## src/rtl/tpw_pkg.sv

```systemverilog
/*
 * Constants and types shared by the timer PWM output block: register
 * offsets, field positions, reset values and mode encodings.
 * Assumes a single 20 MHz clock domain and a plain register port.
 */
package tpw_pkg;

	// ==========================================================
	// Sizes
	// ==========================================================
	localparam int TPW_W      = 16;  // Counter and general register width.
	localparam int TPW_NCH    = 5;   // Number of timer channels.
	localparam int TPW_ADDR_W = 6;   // Register port address width.
	localparam int TPW_NEXT   = 4;   // Number of external count inputs.

	// ==========================================================
	// Register offsets (word addresses)
	// ==========================================================
	localparam logic [2:0] TPW_OFF_CTRL  = 3'h0;  // timer_control_reg, per channel.
	localparam logic [2:0] TPW_OFF_IO    = 3'h1;  // io_control_reg, per channel.
	localparam logic [2:0] TPW_OFF_CNT   = 3'h2;  // timer_count, per channel.
	localparam logic [2:0] TPW_OFF_GRA   = 3'h3;  // general_reg_a, per channel.
	localparam logic [2:0] TPW_OFF_GRB   = 3'h4;  // general_reg_b, per channel.
	localparam logic [5:0] TPW_OFF_START = 6'h28; // timer_start_reg.
	localparam logic [5:0] TPW_OFF_MODE  = 6'h29; // timer_mode_reg, one PWM bit per channel.
	localparam logic [5:0] TPW_OFF_COMB  = 6'h2A; // combination_mode_reg.

	// ==========================================================
	// Field positions
	// ==========================================================
	localparam int TPW_CLK_LSB  = 0;  // count_clock_select, 3 bits.
	localparam int TPW_EDGE_LSB = 3;  // ext_edge_select_hi/lo, 2 bits.
	localparam int TPW_CLR_LSB  = 5;  // counter_clear_select_hi/lo, 2 bits.
	localparam int TPW_IOB_LSB  = 0;  // pin_b_function_hi/lo, 2 bits.
	localparam int TPW_IOA_LSB  = 2;  // Pin A compare function, 2 bits.

	// ==========================================================
	// Reset values
	// ==========================================================
	localparam logic [6:0]        TPW_CTRL_RST = 7'h00;
	localparam logic [3:0]        TPW_IO_RST   = 4'h0;
	localparam logic [TPW_W-1:0]  TPW_GR_RST   = 16'hFFFF;
	localparam logic [TPW_W-1:0]  TPW_CNT_RST  = 16'h0000;

	// ==========================================================
	// Encodings
	// ==========================================================
	typedef enum logic [1:0] {
		TPW_CLR_NONE = 2'b00,
		TPW_CLR_A    = 2'b01,
		TPW_CLR_B    = 2'b10,
		TPW_CLR_SYNC = 2'b11
	} tpw_clr_t;

	typedef enum logic [1:0] {
		TPW_CMB_NORMAL = 2'b00,
		TPW_CMB_RSYNC  = 2'b01,
		TPW_CMB_COMPL  = 2'b10,
		TPW_CMB_RSV    = 2'b11
	} tpw_cmb_t;

	typedef enum logic [1:0] {
		TPW_OF_NONE   = 2'b00,
		TPW_OF_ZERO   = 2'b01,
		TPW_OF_ONE    = 2'b10,
		TPW_OF_TOGGLE = 2'b11
	} tpw_of_t;

	localparam logic [1:0] TPW_EDGE_RISE = 2'b00; // Other codes: 01 fall, 1x both.
	localparam logic [1:0] TPW_EDGE_FALL = 2'b01;

endpackage : tpw_pkg

```

## src/rtl/tpw_chan.sv

```systemverilog
/*
 * One timer channel: count clock selection, 16-bit up counter and the
 * two compare-match detectors with the counter clear selection.
 * Assumes prescaler phase and external edge pulses come from the top.
 */
`timescale 1ns/1ps
module tpw_chan
	import tpw_pkg::*;
#(
	parameter int W = TPW_W
) (
	input  wire logic          ref_clk,
	input  wire logic          rst,
	input  wire logic [6:0]    ctrl,
	input  wire logic [2:0]    pre,
	input  wire logic [3:0]    ext_rise,
	input  wire logic [3:0]    ext_fall,
	input  wire logic          run,
	input  wire logic          force_clr_a,
	input  wire logic          sync_clr_in,
	input  wire logic          cnt_wr,
	input  wire logic [W-1:0]  wdata,
	input  wire logic [W-1:0]  general_reg_a,
	input  wire logic [W-1:0]  general_reg_b,
	output logic      [W-1:0]  cnt,
	output logic               tick,
	output logic               match_a,
	output logic               match_b,
	output logic               clr_own
);

	// ==========================================================
	// Count clock selection
	// ==========================================================
	wire logic [2:0] clk_sel  = ctrl[TPW_CLK_LSB +: 3];
	wire logic [1:0] edge_sel = ctrl[TPW_EDGE_LSB +: 2];
	wire tpw_clr_t   clr_sel  = force_clr_a ? TPW_CLR_A : tpw_clr_t'(ctrl[TPW_CLR_LSB +: 2]);

	// Internal rates: system clock, then divide by 2, 4 and 8.
	wire logic int_tick = (clk_sel[1:0] == 2'h0) ? 1'b1 :
	                      (clk_sel[1:0] == 2'h1) ? pre[0] :
	                      (clk_sel[1:0] == 2'h2) ? &pre[1:0] : &pre;
	wire logic e_r = ext_rise[clk_sel[1:0]];
	wire logic e_f = ext_fall[clk_sel[1:0]];
	// The edge field picks which external transitions count.
	wire logic ext_tick = (edge_sel == TPW_EDGE_RISE) ? e_r :
	                      (edge_sel == TPW_EDGE_FALL) ? e_f : (e_r | e_f);
	assign tick = run & (clk_sel[2] ? ext_tick : int_tick);

	// ==========================================================
	// Compare and clear
	// ==========================================================
	// A match fires on the count edge that leaves the matching value.
	assign match_a = tick & (cnt == general_reg_a);
	assign match_b = tick & (cnt == general_reg_b);
	assign clr_own = ((clr_sel == TPW_CLR_A) & match_a) | ((clr_sel == TPW_CLR_B) & match_b);
	wire logic clr = clr_own | ((clr_sel == TPW_CLR_SYNC) & sync_clr_in);

	wire logic [W-1:0] next_cnt = cnt_wr ? wdata : clr ? '0 : tick ? W'(cnt + 1'b1) : cnt;

	// Counter register; a software write wins over counting.
	always_ff @(posedge ref_clk or posedge rst) begin
		if (rst) begin
			cnt <= TPW_CNT_RST;
		end else begin
			cnt <= next_cnt;
		end
	end
endmodule : tpw_chan

```

## src/rtl/tpw_top.sv

```systemverilog
/*
 * Timer PWM output block: five channels with PWM mode, per-pin compare
 * outputs and the channel 3/4 pair modes, reached over a plain register port.
 * Assumes all inputs are synchronous to ref_clk and the master never
 * issues read and write strobes together.
 */
// The implementer's own choices: the address-and-strobe port and the register offsets.
// How it works
// - PWM bit makes A/B compares, pin A outputs
// - Pin B keeps its own function in PWM
// - Match A drives high, match B drives low
// - Clear source is match A or match B
// - Clear on B, A above B: 0% duty
// - Clear on A, B above A: 100% duty
// - External edges chosen by edge field
// - Reset-sync mode: six PWM pins, counter 3 up
// - Pairs on fixed pins, second pin inverted
// - Counter 4 free; A4, B4 compare counter 3
// - Counter 3 clears on A3 match
// - Outputs toggle at turn match and clear
// - Complementary mode: six PWM pins, both counters (here all pairs follow counter 3 only)
// - Complementary pairs non-overlapping inverses
// - Match fires when the counter leaves value
// - Equal A and B leave output unchanged
`timescale 1ns/1ps
module tpw_top
	import tpw_pkg::*;
#(
	parameter int W   = TPW_W,
	parameter int NCH = TPW_NCH
) (
	input  wire logic                  ref_clk,
	input  wire logic                  rst,
	input  wire logic [TPW_ADDR_W-1:0] addr,
	input  wire logic [W-1:0]          wdata,
	input  wire logic                  wstb,
	input  wire logic                  rstb,
	output logic      [W-1:0]          rdata,
	input  wire logic [TPW_NEXT-1:0]   ext_clk,
	output logic      [NCH-1:0]        compare_pin_a_out,
	output logic      [NCH-1:0]        compare_pin_a_oe,
	output logic      [NCH-1:0]        compare_pin_b_out,
	output logic      [NCH-1:0]        compare_pin_b_oe,
	output logic                       pair2_negative_pin,
	output logic                       pair2_negative_oe,
	output logic                       pair3_negative_pin,
	output logic                       pair3_negative_oe
);

	// ==========================================================
	// Register storage
	// ==========================================================
	logic [6:0]     ctrl [NCH];  // timer_control_reg per channel.
	logic [3:0]     io   [NCH];  // io_control_reg per channel.
	logic [W-1:0]   general_reg_a  [NCH];  // general_reg_a per channel.
	logic [W-1:0]   general_reg_b  [NCH];  // general_reg_b per channel.
	logic [NCH-1:0] run_bits;    // timer_start_reg.
	logic [NCH-1:0] pwm_mode;    // timer_mode_reg.
	tpw_cmb_t       cmb;         // combination_mode_reg.

	// ==========================================================
	// Address decode
	// ==========================================================
	wire logic [2:0] a_ch  = addr[5:3];
	wire logic [2:0] a_reg = addr[2:0];
	wire logic       a_chv = (32'(a_ch) < NCH);
	wire logic       wr_start = wstb & (addr == TPW_OFF_START);
	wire logic       wr_mode  = wstb & (addr == TPW_OFF_MODE);
	wire logic       wr_comb  = wstb & (addr == TPW_OFF_COMB);

	// ==========================================================
	// Prescaler and external edge detection
	// ==========================================================
	logic [2:0]          pre;       // Free-running divide-by-8 phase.
	logic [TPW_NEXT-1:0] ext_prev;  // Last sampled level of each external input.
	wire logic [TPW_NEXT-1:0] ext_rise = ext_clk & ~ext_prev;
	wire logic [TPW_NEXT-1:0] ext_fall = ~ext_clk & ext_prev;

	// The prescaler is shared so channels on the same rate tick together.
	always_ff @(posedge ref_clk or posedge rst) begin
		if (rst) begin
			pre      <= 3'h0;
			ext_prev <= '0;
		end else begin
			pre      <= 3'(pre + 3'h1);
			ext_prev <= ext_clk;
		end
	end

	// ==========================================================
	// Mode decode
	// ==========================================================
	wire logic rsync    = (cmb == TPW_CMB_RSYNC);
	wire logic compl_md = (cmb == TPW_CMB_COMPL);
	wire logic pair_md  = rsync | compl_md;

	// ==========================================================
	// Channels
	// ==========================================================
	logic [W-1:0]   cnt [NCH];
	logic [NCH-1:0] tick;
	logic [NCH-1:0] match_a;
	logic [NCH-1:0] match_b;
	logic [NCH-1:0] clr_own;
	logic [NCH-1:0] pwm_q;  // PWM waveform state per channel.
	logic [NCH-1:0] pa_q;   // Plain compare output on pin A.
	logic [NCH-1:0] pb_q;   // Plain compare output on pin B.
	wire logic      sync_clr = |clr_own;

	genvar g;
	generate
		for (g = 0; g < NCH; g++) begin : gen_ch
			wire logic cnt_wr = wstb & a_chv & (32'(a_ch) == g) & (a_reg == TPW_OFF_CNT);
			wire logic wr_any = wstb & a_chv & (32'(a_ch) == g);
			wire tpw_of_t fa = tpw_of_t'(io[g][TPW_IOA_LSB +: 2]);
			wire tpw_of_t fb = tpw_of_t'(io[g][TPW_IOB_LSB +: 2]);
			wire logic    eq = (general_reg_a[g] == general_reg_b[g]);
			// PWM: A sets, B clears, equal registers hold the level.
			wire logic next_pwm = eq ? pwm_q[g] :
			                      match_a[g] ? 1'b1 : match_b[g] ? 1'b0 : pwm_q[g];
			wire logic next_pa = !match_a[g] ? pa_q[g] : (fa == TPW_OF_ZERO) ? 1'b0 :
			                     (fa == TPW_OF_ONE) ? 1'b1 : (fa == TPW_OF_TOGGLE) ? ~pa_q[g] : pa_q[g];
			wire logic next_pb = !match_b[g] ? pb_q[g] : (fb == TPW_OF_ZERO) ? 1'b0 :
			                     (fb == TPW_OF_ONE) ? 1'b1 : (fb == TPW_OF_TOGGLE) ? ~pb_q[g] : pb_q[g];

			tpw_chan #(.W(W)) u_chan (
				.ref_clk     (ref_clk),
				.rst         (rst),
				.ctrl        (ctrl[g]),
				.pre         (pre),
				.ext_rise    (ext_rise),
				.ext_fall    (ext_fall),
				.run         (run_bits[g]),
				.force_clr_a ((g == 3) && rsync),
				.sync_clr_in (sync_clr),
				.cnt_wr      (cnt_wr),
				.wdata       (wdata),
				.general_reg_a         (general_reg_a[g]),
				.general_reg_b         (general_reg_b[g]),
				.cnt         (cnt[g]),
				.tick        (tick[g]),
				.match_a     (match_a[g]),
				.match_b     (match_b[g]),
				.clr_own     (clr_own[g])
			);

			// Per-channel software registers and compare outputs.
			always_ff @(posedge ref_clk or posedge rst) begin
				if (rst) begin
					ctrl[g]  <= TPW_CTRL_RST;
					io[g]    <= TPW_IO_RST;
					general_reg_a[g]   <= TPW_GR_RST;
					general_reg_b[g]   <= TPW_GR_RST;
					pwm_q[g] <= 1'b0;
					pa_q[g]  <= 1'b0;
					pb_q[g]  <= 1'b0;
				end else begin
					if (wr_any && a_reg == TPW_OFF_CTRL) ctrl[g] <= wdata[6:0];
					if (wr_any && a_reg == TPW_OFF_IO)   io[g]   <= wdata[3:0];
					if (wr_any && a_reg == TPW_OFF_GRA)  general_reg_a[g]  <= wdata;
					if (wr_any && a_reg == TPW_OFF_GRB)  general_reg_b[g]  <= wdata;
					pwm_q[g] <= pwm_mode[g] ? next_pwm : 1'b0;
					pa_q[g]  <= next_pa;
					pb_q[g]  <= next_pb;
				end
			end
		end
	endgenerate

	// ==========================================================
	// Channel 3/4 pair engine
	// ==========================================================
	// All three pairs follow counter 3; counter 4 keeps counting on its
	// own but its matches never reach the pair outputs.
	logic [2:0] pos_q;  // Positive phase of pairs 1 to 3.
	logic [2:0] pos_d;  // One-cycle delayed copy for the non-overlap gap.
	wire logic       clr3 = tick[3] & (cnt[3] == general_reg_a[3]);
	wire logic [2:0] turn = {tick[3] & (cnt[3] == general_reg_b[4]),
	                         tick[3] & (cnt[3] == general_reg_a[4]),
	                         tick[3] & (cnt[3] == general_reg_b[3])};
	// A turning point equal to the period toggles twice in one edge and
	// so holds its level; software keeps turns at or below the period.
	// Any write to the combination mode register restarts every pair from its low phase, but counter 3
	// keeps its count, so a switch between pair modes leaves a pair in step only if counter 3 is restarted too.
	wire logic [2:0] next_pos = (pair_md && !wr_comb) ? (pos_q ^ turn ^ {3{clr3}}) : 3'h0;
	// Complementary mode opens a one-cycle gap so the pair never overlaps.
	wire logic [2:0] neg = compl_md ? (~pos_q & ~pos_d) : ~pos_q;

	always_ff @(posedge ref_clk or posedge rst) begin
		if (rst) begin
			pos_q <= 3'h0;
			pos_d <= 3'h0;
		end else begin
			pos_q <= next_pos;
			pos_d <= pos_q;
		end
	end

	// ==========================================================
	// Global registers
	// ==========================================================
	always_ff @(posedge ref_clk or posedge rst) begin
		if (rst) begin
			run_bits <= '0;
			pwm_mode <= '0;
			cmb      <= TPW_CMB_NORMAL;
		end else begin
			if (wr_start) run_bits <= wdata[NCH-1:0];
			if (wr_mode)  pwm_mode <= wdata[NCH-1:0];
			if (wr_comb)  cmb      <= tpw_cmb_t'(wdata[1:0]);
		end
	end

	// ==========================================================
	// Read path
	// ==========================================================
	wire logic [2:0] rch = a_chv ? a_ch : 3'h0;
	wire logic [W-1:0] ch_rd = (a_reg == TPW_OFF_CTRL) ? W'(ctrl[rch]) :
	                           (a_reg == TPW_OFF_IO)   ? W'(io[rch])   :
	                           (a_reg == TPW_OFF_CNT)  ? cnt[rch]      :
	                           (a_reg == TPW_OFF_GRA)  ? general_reg_a[rch]      :
	                           (a_reg == TPW_OFF_GRB)  ? general_reg_b[rch]      : '0;
	wire logic [W-1:0] rd_mux = a_chv ? ch_rd :
	                            (addr == TPW_OFF_START) ? W'(run_bits) :
	                            (addr == TPW_OFF_MODE)  ? W'(pwm_mode) :
	                            (addr == TPW_OFF_COMB)  ? W'(cmb)      : '0;

	// Read data stand only in the cycle after the strobe; unmapped reads give zero.
	always_ff @(posedge ref_clk or posedge rst) begin
		if (rst) begin
			rdata <= '0;
		end else begin
			rdata <= rstb ? rd_mux : '0;
		end
	end

	// ==========================================================
	// Pin multiplexing
	// ==========================================================
	always_comb begin
		for (int i = 0; i < NCH; i++) begin
			compare_pin_a_out[i] = pwm_mode[i] ? pwm_q[i] : pa_q[i];
			compare_pin_a_oe[i]  = pwm_mode[i] | (io[i][TPW_IOA_LSB +: 2] != 2'b00);
			compare_pin_b_out[i] = pb_q[i];
			compare_pin_b_oe[i]  = (io[i][TPW_IOB_LSB +: 2] != 2'b00);
		end
		if (pair_md) begin
			compare_pin_a_out[3] = pos_q[0];
			compare_pin_b_out[3] = neg[0];
			compare_pin_a_out[4] = pos_q[1];
			compare_pin_b_out[4] = pos_q[2];
			compare_pin_a_oe[3]  = 1'b1;
			compare_pin_b_oe[3]  = 1'b1;
			compare_pin_a_oe[4]  = 1'b1;
			compare_pin_b_oe[4]  = 1'b1;
		end
	end
	assign pair2_negative_pin = pair_md & neg[1];
	assign pair3_negative_pin = pair_md & neg[2];
	assign pair2_negative_oe  = pair_md;
	assign pair3_negative_oe  = pair_md;
endmodule : tpw_top

```

## config.mk

```make
export PLATFORM = sky130hd
export DESIGN_NAME = tpw_top
export DESIGN_NICKNAME = d
export VERILOG_FILES = /design/src/rtl/tpw_pkg.sv /design/src/rtl/tpw_chan.sv /design/src/rtl/tpw_top.sv
export SDC_FILE = /design/constraint.sdc
export NUM_CORES = 1
export LEC_CHECK = 0
export BUFFER_PORTS_ARGS = -buffer_cell sky130_fd_sc_hd__buf_4
export CORE_MARGIN = 2
export CORE_UTILIZATION = 60
export DETAILED_ROUTE_END_ITERATION = 6
export PLACE_DENSITY = 0.77
export SETUP_SLACK_MARGIN = 0.3
export SYNTH_ARGS = -nofsm -noshare
export SYNTH_HDL_FRONTEND = slang
export SYNTH_SLANG_ARGS = --single-unit
```

## constraint.sdc

```tcl
create_clock -name ref_clk -period 15.7 [get_ports ref_clk]
set_input_delay 2.355 -clock ref_clk [delete_from_list [all_inputs] [get_ports ref_clk]]
set_output_delay 2.355 -clock ref_clk [all_outputs]
set_load 0.01 [all_outputs]
```

==> metrics.cfg, run 1 <==
[detailed_routing]
first_iter_violations = 2668
drt-vias-per-instance = 6.98
routed_wl_mm = 83.0
drc = 0
firstDrtPassIters = 6
drtAntennaViolNets = 0
num_vias = 19700
wl_per_cell_um = 29.4

[timing]
slew_viol_final = 0
setup_ws_ns = 10.32
period_minus_slack_ns = 5.38
holdWs_ns = 0.453
slew_headroom_pct = 2.77
setup_viol = 0
rsz0062_at_grt = false
fin_skew_ns = 0.0254
fmax_mhz = 186
finalCritPeriodShare_pct = 34.2
setup_tns_ns = 0
tightestPinTransition_ns = 1.46
hold_viol_final = 0

[pwr]
p_switching_uw = 1180
cellPowerDensity_nw_per_um2 = 131
power.share.switching_pct = 37.0
leakage_uw = 0.0105
power.share.clock_pct = 30.2
p_comb_share_pct = 24.9
vdd_drop_max_v = 0.000124
finalPower_uw = 3190
seq_power_share_pct = 44.9
p_int_uw = 2010

[setup_path]
end_kind = flip-flop
reg2reg_slack_ns = 11.16
required_ns = 16.17
crit_chain = buf_4, nand2b_1, mux2_2, o21a_1, a21boi_1, a22oi_1, and3_1, o21ai_2, a21oi_1, a21oi_1
rr_endpoint = gen_ch[2].u_chan.cnt[13]
crit_buf_inv = 1
worst-path-max-fanout = 15
start_kind = input pin
crit_slowest_cell = a21boi_1
timing.critical_path.mode_cell = a21oi_1
r2r_cells = 11
slowest_delay_ns = 1.12
crit_family = compound AO/OA/AOI/OAI gates
reg2reg_from = pre[0]
worst-path-stages = 10
cp.arrival_ns = 5.85
crit_type = in -> reg

[synth]
yosys_warnings = 0
syn-num-nets = 2426
ys.flop_type = dfrtp_1
yosysTopAreaCellShare_pct = 21.2
synth_edf_count = 0
syn_inst = 2387
ys_seq_area_share_pct = 39.8
syn_area_um2 = 22600
ys_ff_latch = 351
synth_area_leaders = dfrtp_1, dfstp_2, mux2_2
synth.largest_area_cell = dfrtp_1
async_reset_ff_share_pct = 100
avgSynthCellArea_um2 = 9.45
yosysUniqueCellTypes = 85

[global_routing]
use_met3_pct = 9.67
met1_usage_pct = 60.4
grt.busiest_layer = met2
grt.overflow.total = 0
antenna_found_initial = 2
grt_start_max_net_pins = 170
use_met2_pct = 61.8
grt_use_total_pct = 42.7
grt_pass1_vias = 18500
grt_pass1_wl_mm = 122

[floorplanning]
die_x_um = 198
num_rows = 71
die_y_um = 198
initial_core_util_pct = 60.5
coreArea_um2 = 37300
dieArea_um2 = 39200
pin_count = 70

[clock_tree]
post_cts_buffers = 0
ctsHtreeMaxLevel = 2
cts_tree = yes
clock_latency_ns = 0.58
cts_buffers = 41
clk_pin_slew_ns = 0.06
ctsLongestPathBuffers = 3
cts.sinks = 351
hold_buffers = 0
cts_resized = 0
root_buffer = clkbuf_16

[worst_hold_path]
hold_depth = 0
min_from = pos_q[2]
hold_path.class = reg -> reg
min_to = pos_d[2]

[placed_design]
pre_cts_slack_ns = 9.96
dp_hpwl_mm = 58.2
gp_congestion = 1.05
io_buffers = 69

[flow_run]
drv_cap = 0

[cells_and_area]
nets = 2359
area_growth_pct = 7.74
fillCellCount = 3052
layout-drive-gt1-share_pct = 24.9

[run_status]
outcome = complete, no violations

## synthesized netlist by cell type (4+ instances only)
| cell | number |
|---|---|
| nand2_1 | 261 |
| mux2_2 | 235 |
| xor2_1 | 192 |
| dfrtp_1 | 191 |
| a21oi_1 | 169 |
| dfstp_2 | 160 |
| clkbuf_1 | 132 |
| nor2_1 | 128 |
| o21ai_0 | 116 |
| xnor2_1 | 92 |
| nand3_1 | 66 |
| nand4_1 | 54 |
| nor4_1 | 51 |
| nor2b_1 | 43 |
| buf_2 | 33 |
| inv_1 | 30 |
| mux2i_1 | 30 |
| o22ai_1 | 30 |
| a22oi_1 | 29 |
| a211oi_1 | 24 |
| nand2b_1 | 23 |
| a311oi_1 | 22 |
| a31oi_1 | 20 |
| o31ai_1 | 17 |
| nor3_1 | 16 |
| o2bb2a_1 | 16 |
| and3_1 | 15 |
| and2_1 | 14 |
| o21a_1 | 14 |
| buf_1 | 13 |
| buf_4 | 10 |
| ha_1 | 9 |
| nor3b_1 | 9 |
| buf_6 | 8 |
| or3_1 | 7 |
| a2bb2oi_1 | 6 |
| mux4_2 | 6 |
| o211ai_1 | 5 |
| or2_2 | 5 |
| a21o_1 | 4 |
| a32o_1 | 4 |
| clkbuf_2 | 4 |
| o211a_1 | 4 |
| o21ai_1 | 4 |
| o221ai_1 | 4 |
## cells by family after synthesis
logic type               after synthesis  share of synthesized area [%]
AO/OA/AOI/OAI                        527                           15.0
XOR/XNOR                             284                           11.0
adder cells (fa/ha/maj)                9                          0.499
buffers and inverters                230                           4.46
flip-flops                           351                           39.8
multiplexers                         274                           14.0
AND/OR/NAND/NOR                      712                           15.2
## power by group through the flow
stage,logic (uW),clock network (uW),registers (uW)
after global routing,861,1000,1440
final,795,963,1430
after floorplan,685,0,1210
after CTS,781,972,1410
after global placement,759,0,1420
after detailed placement,776,0,1420
## cells in the final DEF (no fill, tap or decap), types with 22 or more instances in the layout
cell type	Yosys	final
a211oi_1	24	24
a21oi_1	169	169
a22oi_1	29	29
a311oi_1	22	22
buf_4	10	89
clkbuf_16	0	43
dfrtp_1	191	191
dfstp_2	160	160
inv_1	30	29
mux2_2	235	235
mux2i_1	30	30
nand2_1	261	261
nand2b_1	23	22
nand3_1	66	66
nand4_1	54	54
nor2_1	128	128
nor2b_1	43	42
nor4_1	51	51
o21ai_0	116	116
o22ai_1	30	30
xnor2_1	92	92
xor2_1	192	192
## sequential cells by signal, indices dropped and copies added, names as in the netlist
name               count
gen_ch.u_chan.cnt     80
general_reg_a         80
general_reg_b         80
ctrl                  35
rdata                 16
gen_ch.fa             10
gen_ch.fb             10
pa_q                   5
pwm_mode               5
pwm_q                  5
run_bits               5
ext_prev               4
compare_pin_b_out      3
pos_d                  3
pos_q                  3
pre                    3
cmb                    2
pb_q                   2
## per-layer routing
layer	share of wire, %	up-vias
met5	0	-
met4	5.3	0
met3	12	265
met2	42	1330
met1	41	9772
li1	-	8372
## stage by stage
step                area, um^2  cells  util, %
detailed placement       23000   2751     61.6
CTS                      24300   2827     65.2
floorplan                22600   2387        -
global placement         23000   2751     61.6
finish                   24300   2828     65.2
global route             24300   2827     65.2
## layout make-up
cell class                 instances  area [um^2]  area share, %
clock inverter                    20          174          0.715
antenna                            1         2.50         0.0103
clock buffer                      56         1160           4.79
tap                              474          593           2.44
inverter                          30          120          0.494
sequential                       351         8980           37.0
multi-input combinational       1806        12600           51.8
timing repair buffer              90          688           2.83
## how the worst max path moves through the flow
stage,startpoint,to,slack (ns)
2_1_floorplan,rst,cmb[0],3.87
3_3_place_gp,ext_clk[2],gen_ch[2].u_chan.cnt[5],10.03
4_1_cts,ext_clk[2],gen_ch[2].u_chan.cnt[13],10.47
6_report,ext_clk[2],gen_ch[2].u_chan.cnt[13],10.32
5_1_grt,ext_clk[2],gen_ch[2].u_chan.cnt[13],10.24
3_5_place_dp,ext_clk[2],gen_ch[2].u_chan.cnt[5],9.96
Power figures use the tool's default switching activity.
==> inputs of run 2 (changes only) <==
Settings changed: CORE_UTILIZATION 60 to 57.
Clock period 15.7 ns to 4.9 ns, I/O delays scaled along.
==> run 2 against run 1 <==
Against the previous run: clock-buffer cell count is 4 higher; sequential power rose to 3.2 times the previous value; flip-flop and latch count stayed put; global-route usage fell by 2.2 points; die area is 5.2% higher; critical path type is now reg -> reg; critical endpoint is now gen_ch[4].u_chan.cnt[11]; largest cell class unchanged; largest power group unchanged.
==> metrics.cfg, run 2 (synthesis gave the netlist of run 1 again) <==
[cells_and_area]
layout_commonest_cell = nand2_1
layout-drive-gt1-share_pct = 25.2
final_cells = 2882
area_growth_pct = 8.57
nets = 2372
finish.utilization_pct = 63.1
fin_area_um2 = 24500
most-common-layout-cells = nand2_1, mux2_2, xor2_1
reg_top3 = gen_ch.u_chan.cnt (80), general_reg_a (80), general_reg_b (80)

[global_routing]
antenna_found_initial = 2
grt_use_total_pct = 40.4
grt_pass1_vias = 18900
grt_start_max_net_pins = 129
grt.overflow.total = 0
grt_pass1_wl_mm = 123

[setup_path]
crit_slowest_cell = dfrtp_1
cp.arrival_ns = 4.38
slowest_delay_ns = 0.75
end_kind = flip-flop
crit_type = reg -> reg
timing.critical_path.mode_cell = a21oi_1
required_ns = 5.39
start_kind = flip-flop
reg2reg_slack_ns = 1.01
crit_chain = xor2_1, nor4_1, nand4_1, o32ai_4, a32oi_2, a31oi_2, or3_1, a21oi_1, a21oi_1
worst-path-max-fanout = 14

[detailed_routing]
drc = 0
first_iter_violations = 2611
wl_per_cell_um = 28.8
drtAntennaViolNets = 0
num_vias = 19800
routed_wl_mm = 83.1
firstDrtPassIters = 6
drt-vias-per-instance = 6.86

[floorplanning]
die_x_um = 203
dieArea_um2 = 41200
die_y_um = 203
num_rows = 72
pin_count = 70
coreArea_um2 = 38800
initial_core_util_pct = 58.1

[timing]
fin_skew_ns = 0.0139
setup_viol = 0
fmax_mhz = 257
slew_headroom_pct = 13.0
period_minus_slack_ns = 3.89
hold_viol_final = 0
finalCritPeriodShare_pct = 79.4
rsz0062_at_grt = false
setup_tns_ns = 0
slew_viol_final = 0
holdWs_ns = 0.290
tightestPinTransition_ns = 1.30

[pwr]
cellPowerDensity_nw_per_um2 = 420
leakage_uw = 0.0105
vdd_drop_max_v = 0.000318

[placed_design]
dp_hpwl_mm = 58.6
dpl_cell_area_um2 = 23100
placedCellCount = 2808
gp_congestion = 1.07
io_buffers = 69

[clock_tree]
clk_pin_slew_ns = 0.06
hold_buffers = 0
ctsHtreeMaxLevel = 2
cts_tree = yes
cts_buffers = 41
clock_latency_ns = 0.57
post_cts_buffers = 0
cts.sinks = 351
cts_resized = 0
ctsLongestPathBuffers = 3
root_buffer = clkbuf_16

[worst_hold_path]
hold_path.class = in -> reg

[run_status]
outcome = complete, no violations

[flow_run]
drv_cap = 0

## run 2: cell types whose count changed in the layout (fill, tap and decap cells not counted), moves of 2 or more
cell       delta
buf_4        +12
bufinv_16     +2
clkbuf_16     -2
clkbuf_8      +6
clkinv_2      -4
clkinv_4      -2
inv_6         -3
## run 2: worst paths after layout
kind                       cells after the start                  endpoint                     from
max                                            9  gen_ch[4].u_chan.cnt[11]  gen_ch[3].u_chan.cnt[2]
min                                            1               ext_prev[3]               ext_clk[3]
max reg2reg                                    9  gen_ch[4].u_chan.cnt[11]  gen_ch[3].u_chan.cnt[2]
min reg2reg                                    0                  pos_d[0]                 pos_q[0]
max in group asynchronous                      3                 rdata[10]                      rst
min in group asynchronous                      2                  ctrl[10]                      rst
## run 2: layer usage
metal | GRT usage [%] | vias to the layer above | part of all wire, %
met4 | 20.0 | 0 | 5.6
met1 | 57.7 | 9786 | 40
met2 | 57.6 | 1332 | 42
met3 | 9.44 | 270 | 12
li1 | - | 8392 | -
met5 | 0 | - | 0
## run 2: stage by stage
| step | total power, uW | setup slack, ns |
|---|---|---|
| after global routing | 10700 | 0.804 |
| after detailed placement | 7040 | 1.18 |
| after CTS | 10200 | 1.20 |
| after global placement | 6970 | 1.29 |
| after floorplan | 6070 | -0.405 |
| final | 10300 | 1.01 |
## run 2: critical path: cells and delay by family, from the launching register on
family / cells / cell delay (ns)
compound gates: 5 / 1.64
simple gates: 3 / 1.27
flops: 1 / 0.75
xor+xnor: 1 / 0.13
## run 2: area by class of cell
class | instances | area [um^2]
inverter | 30 | 116
multi-input combinational | 1806 | 12600
fill | 3198 | 14300
timing repair buffer | 103 | 798
clock buffer | 60 | 1200
antenna | 1 | 2.50
clock inverter | 13 | 166
sequential | 351 | 8980
tap | 518 | 648
## run 2: power breakdown
part / leakage [uW] / total [uW] / switching (uW) / internal [uW]
logic: 0.00572 / 2540 / 1350 / 1190
registers: 0.00414 / 4600 / 1130 / 3470
clock network: 0.000673 / 3170 / 1270 / 1900
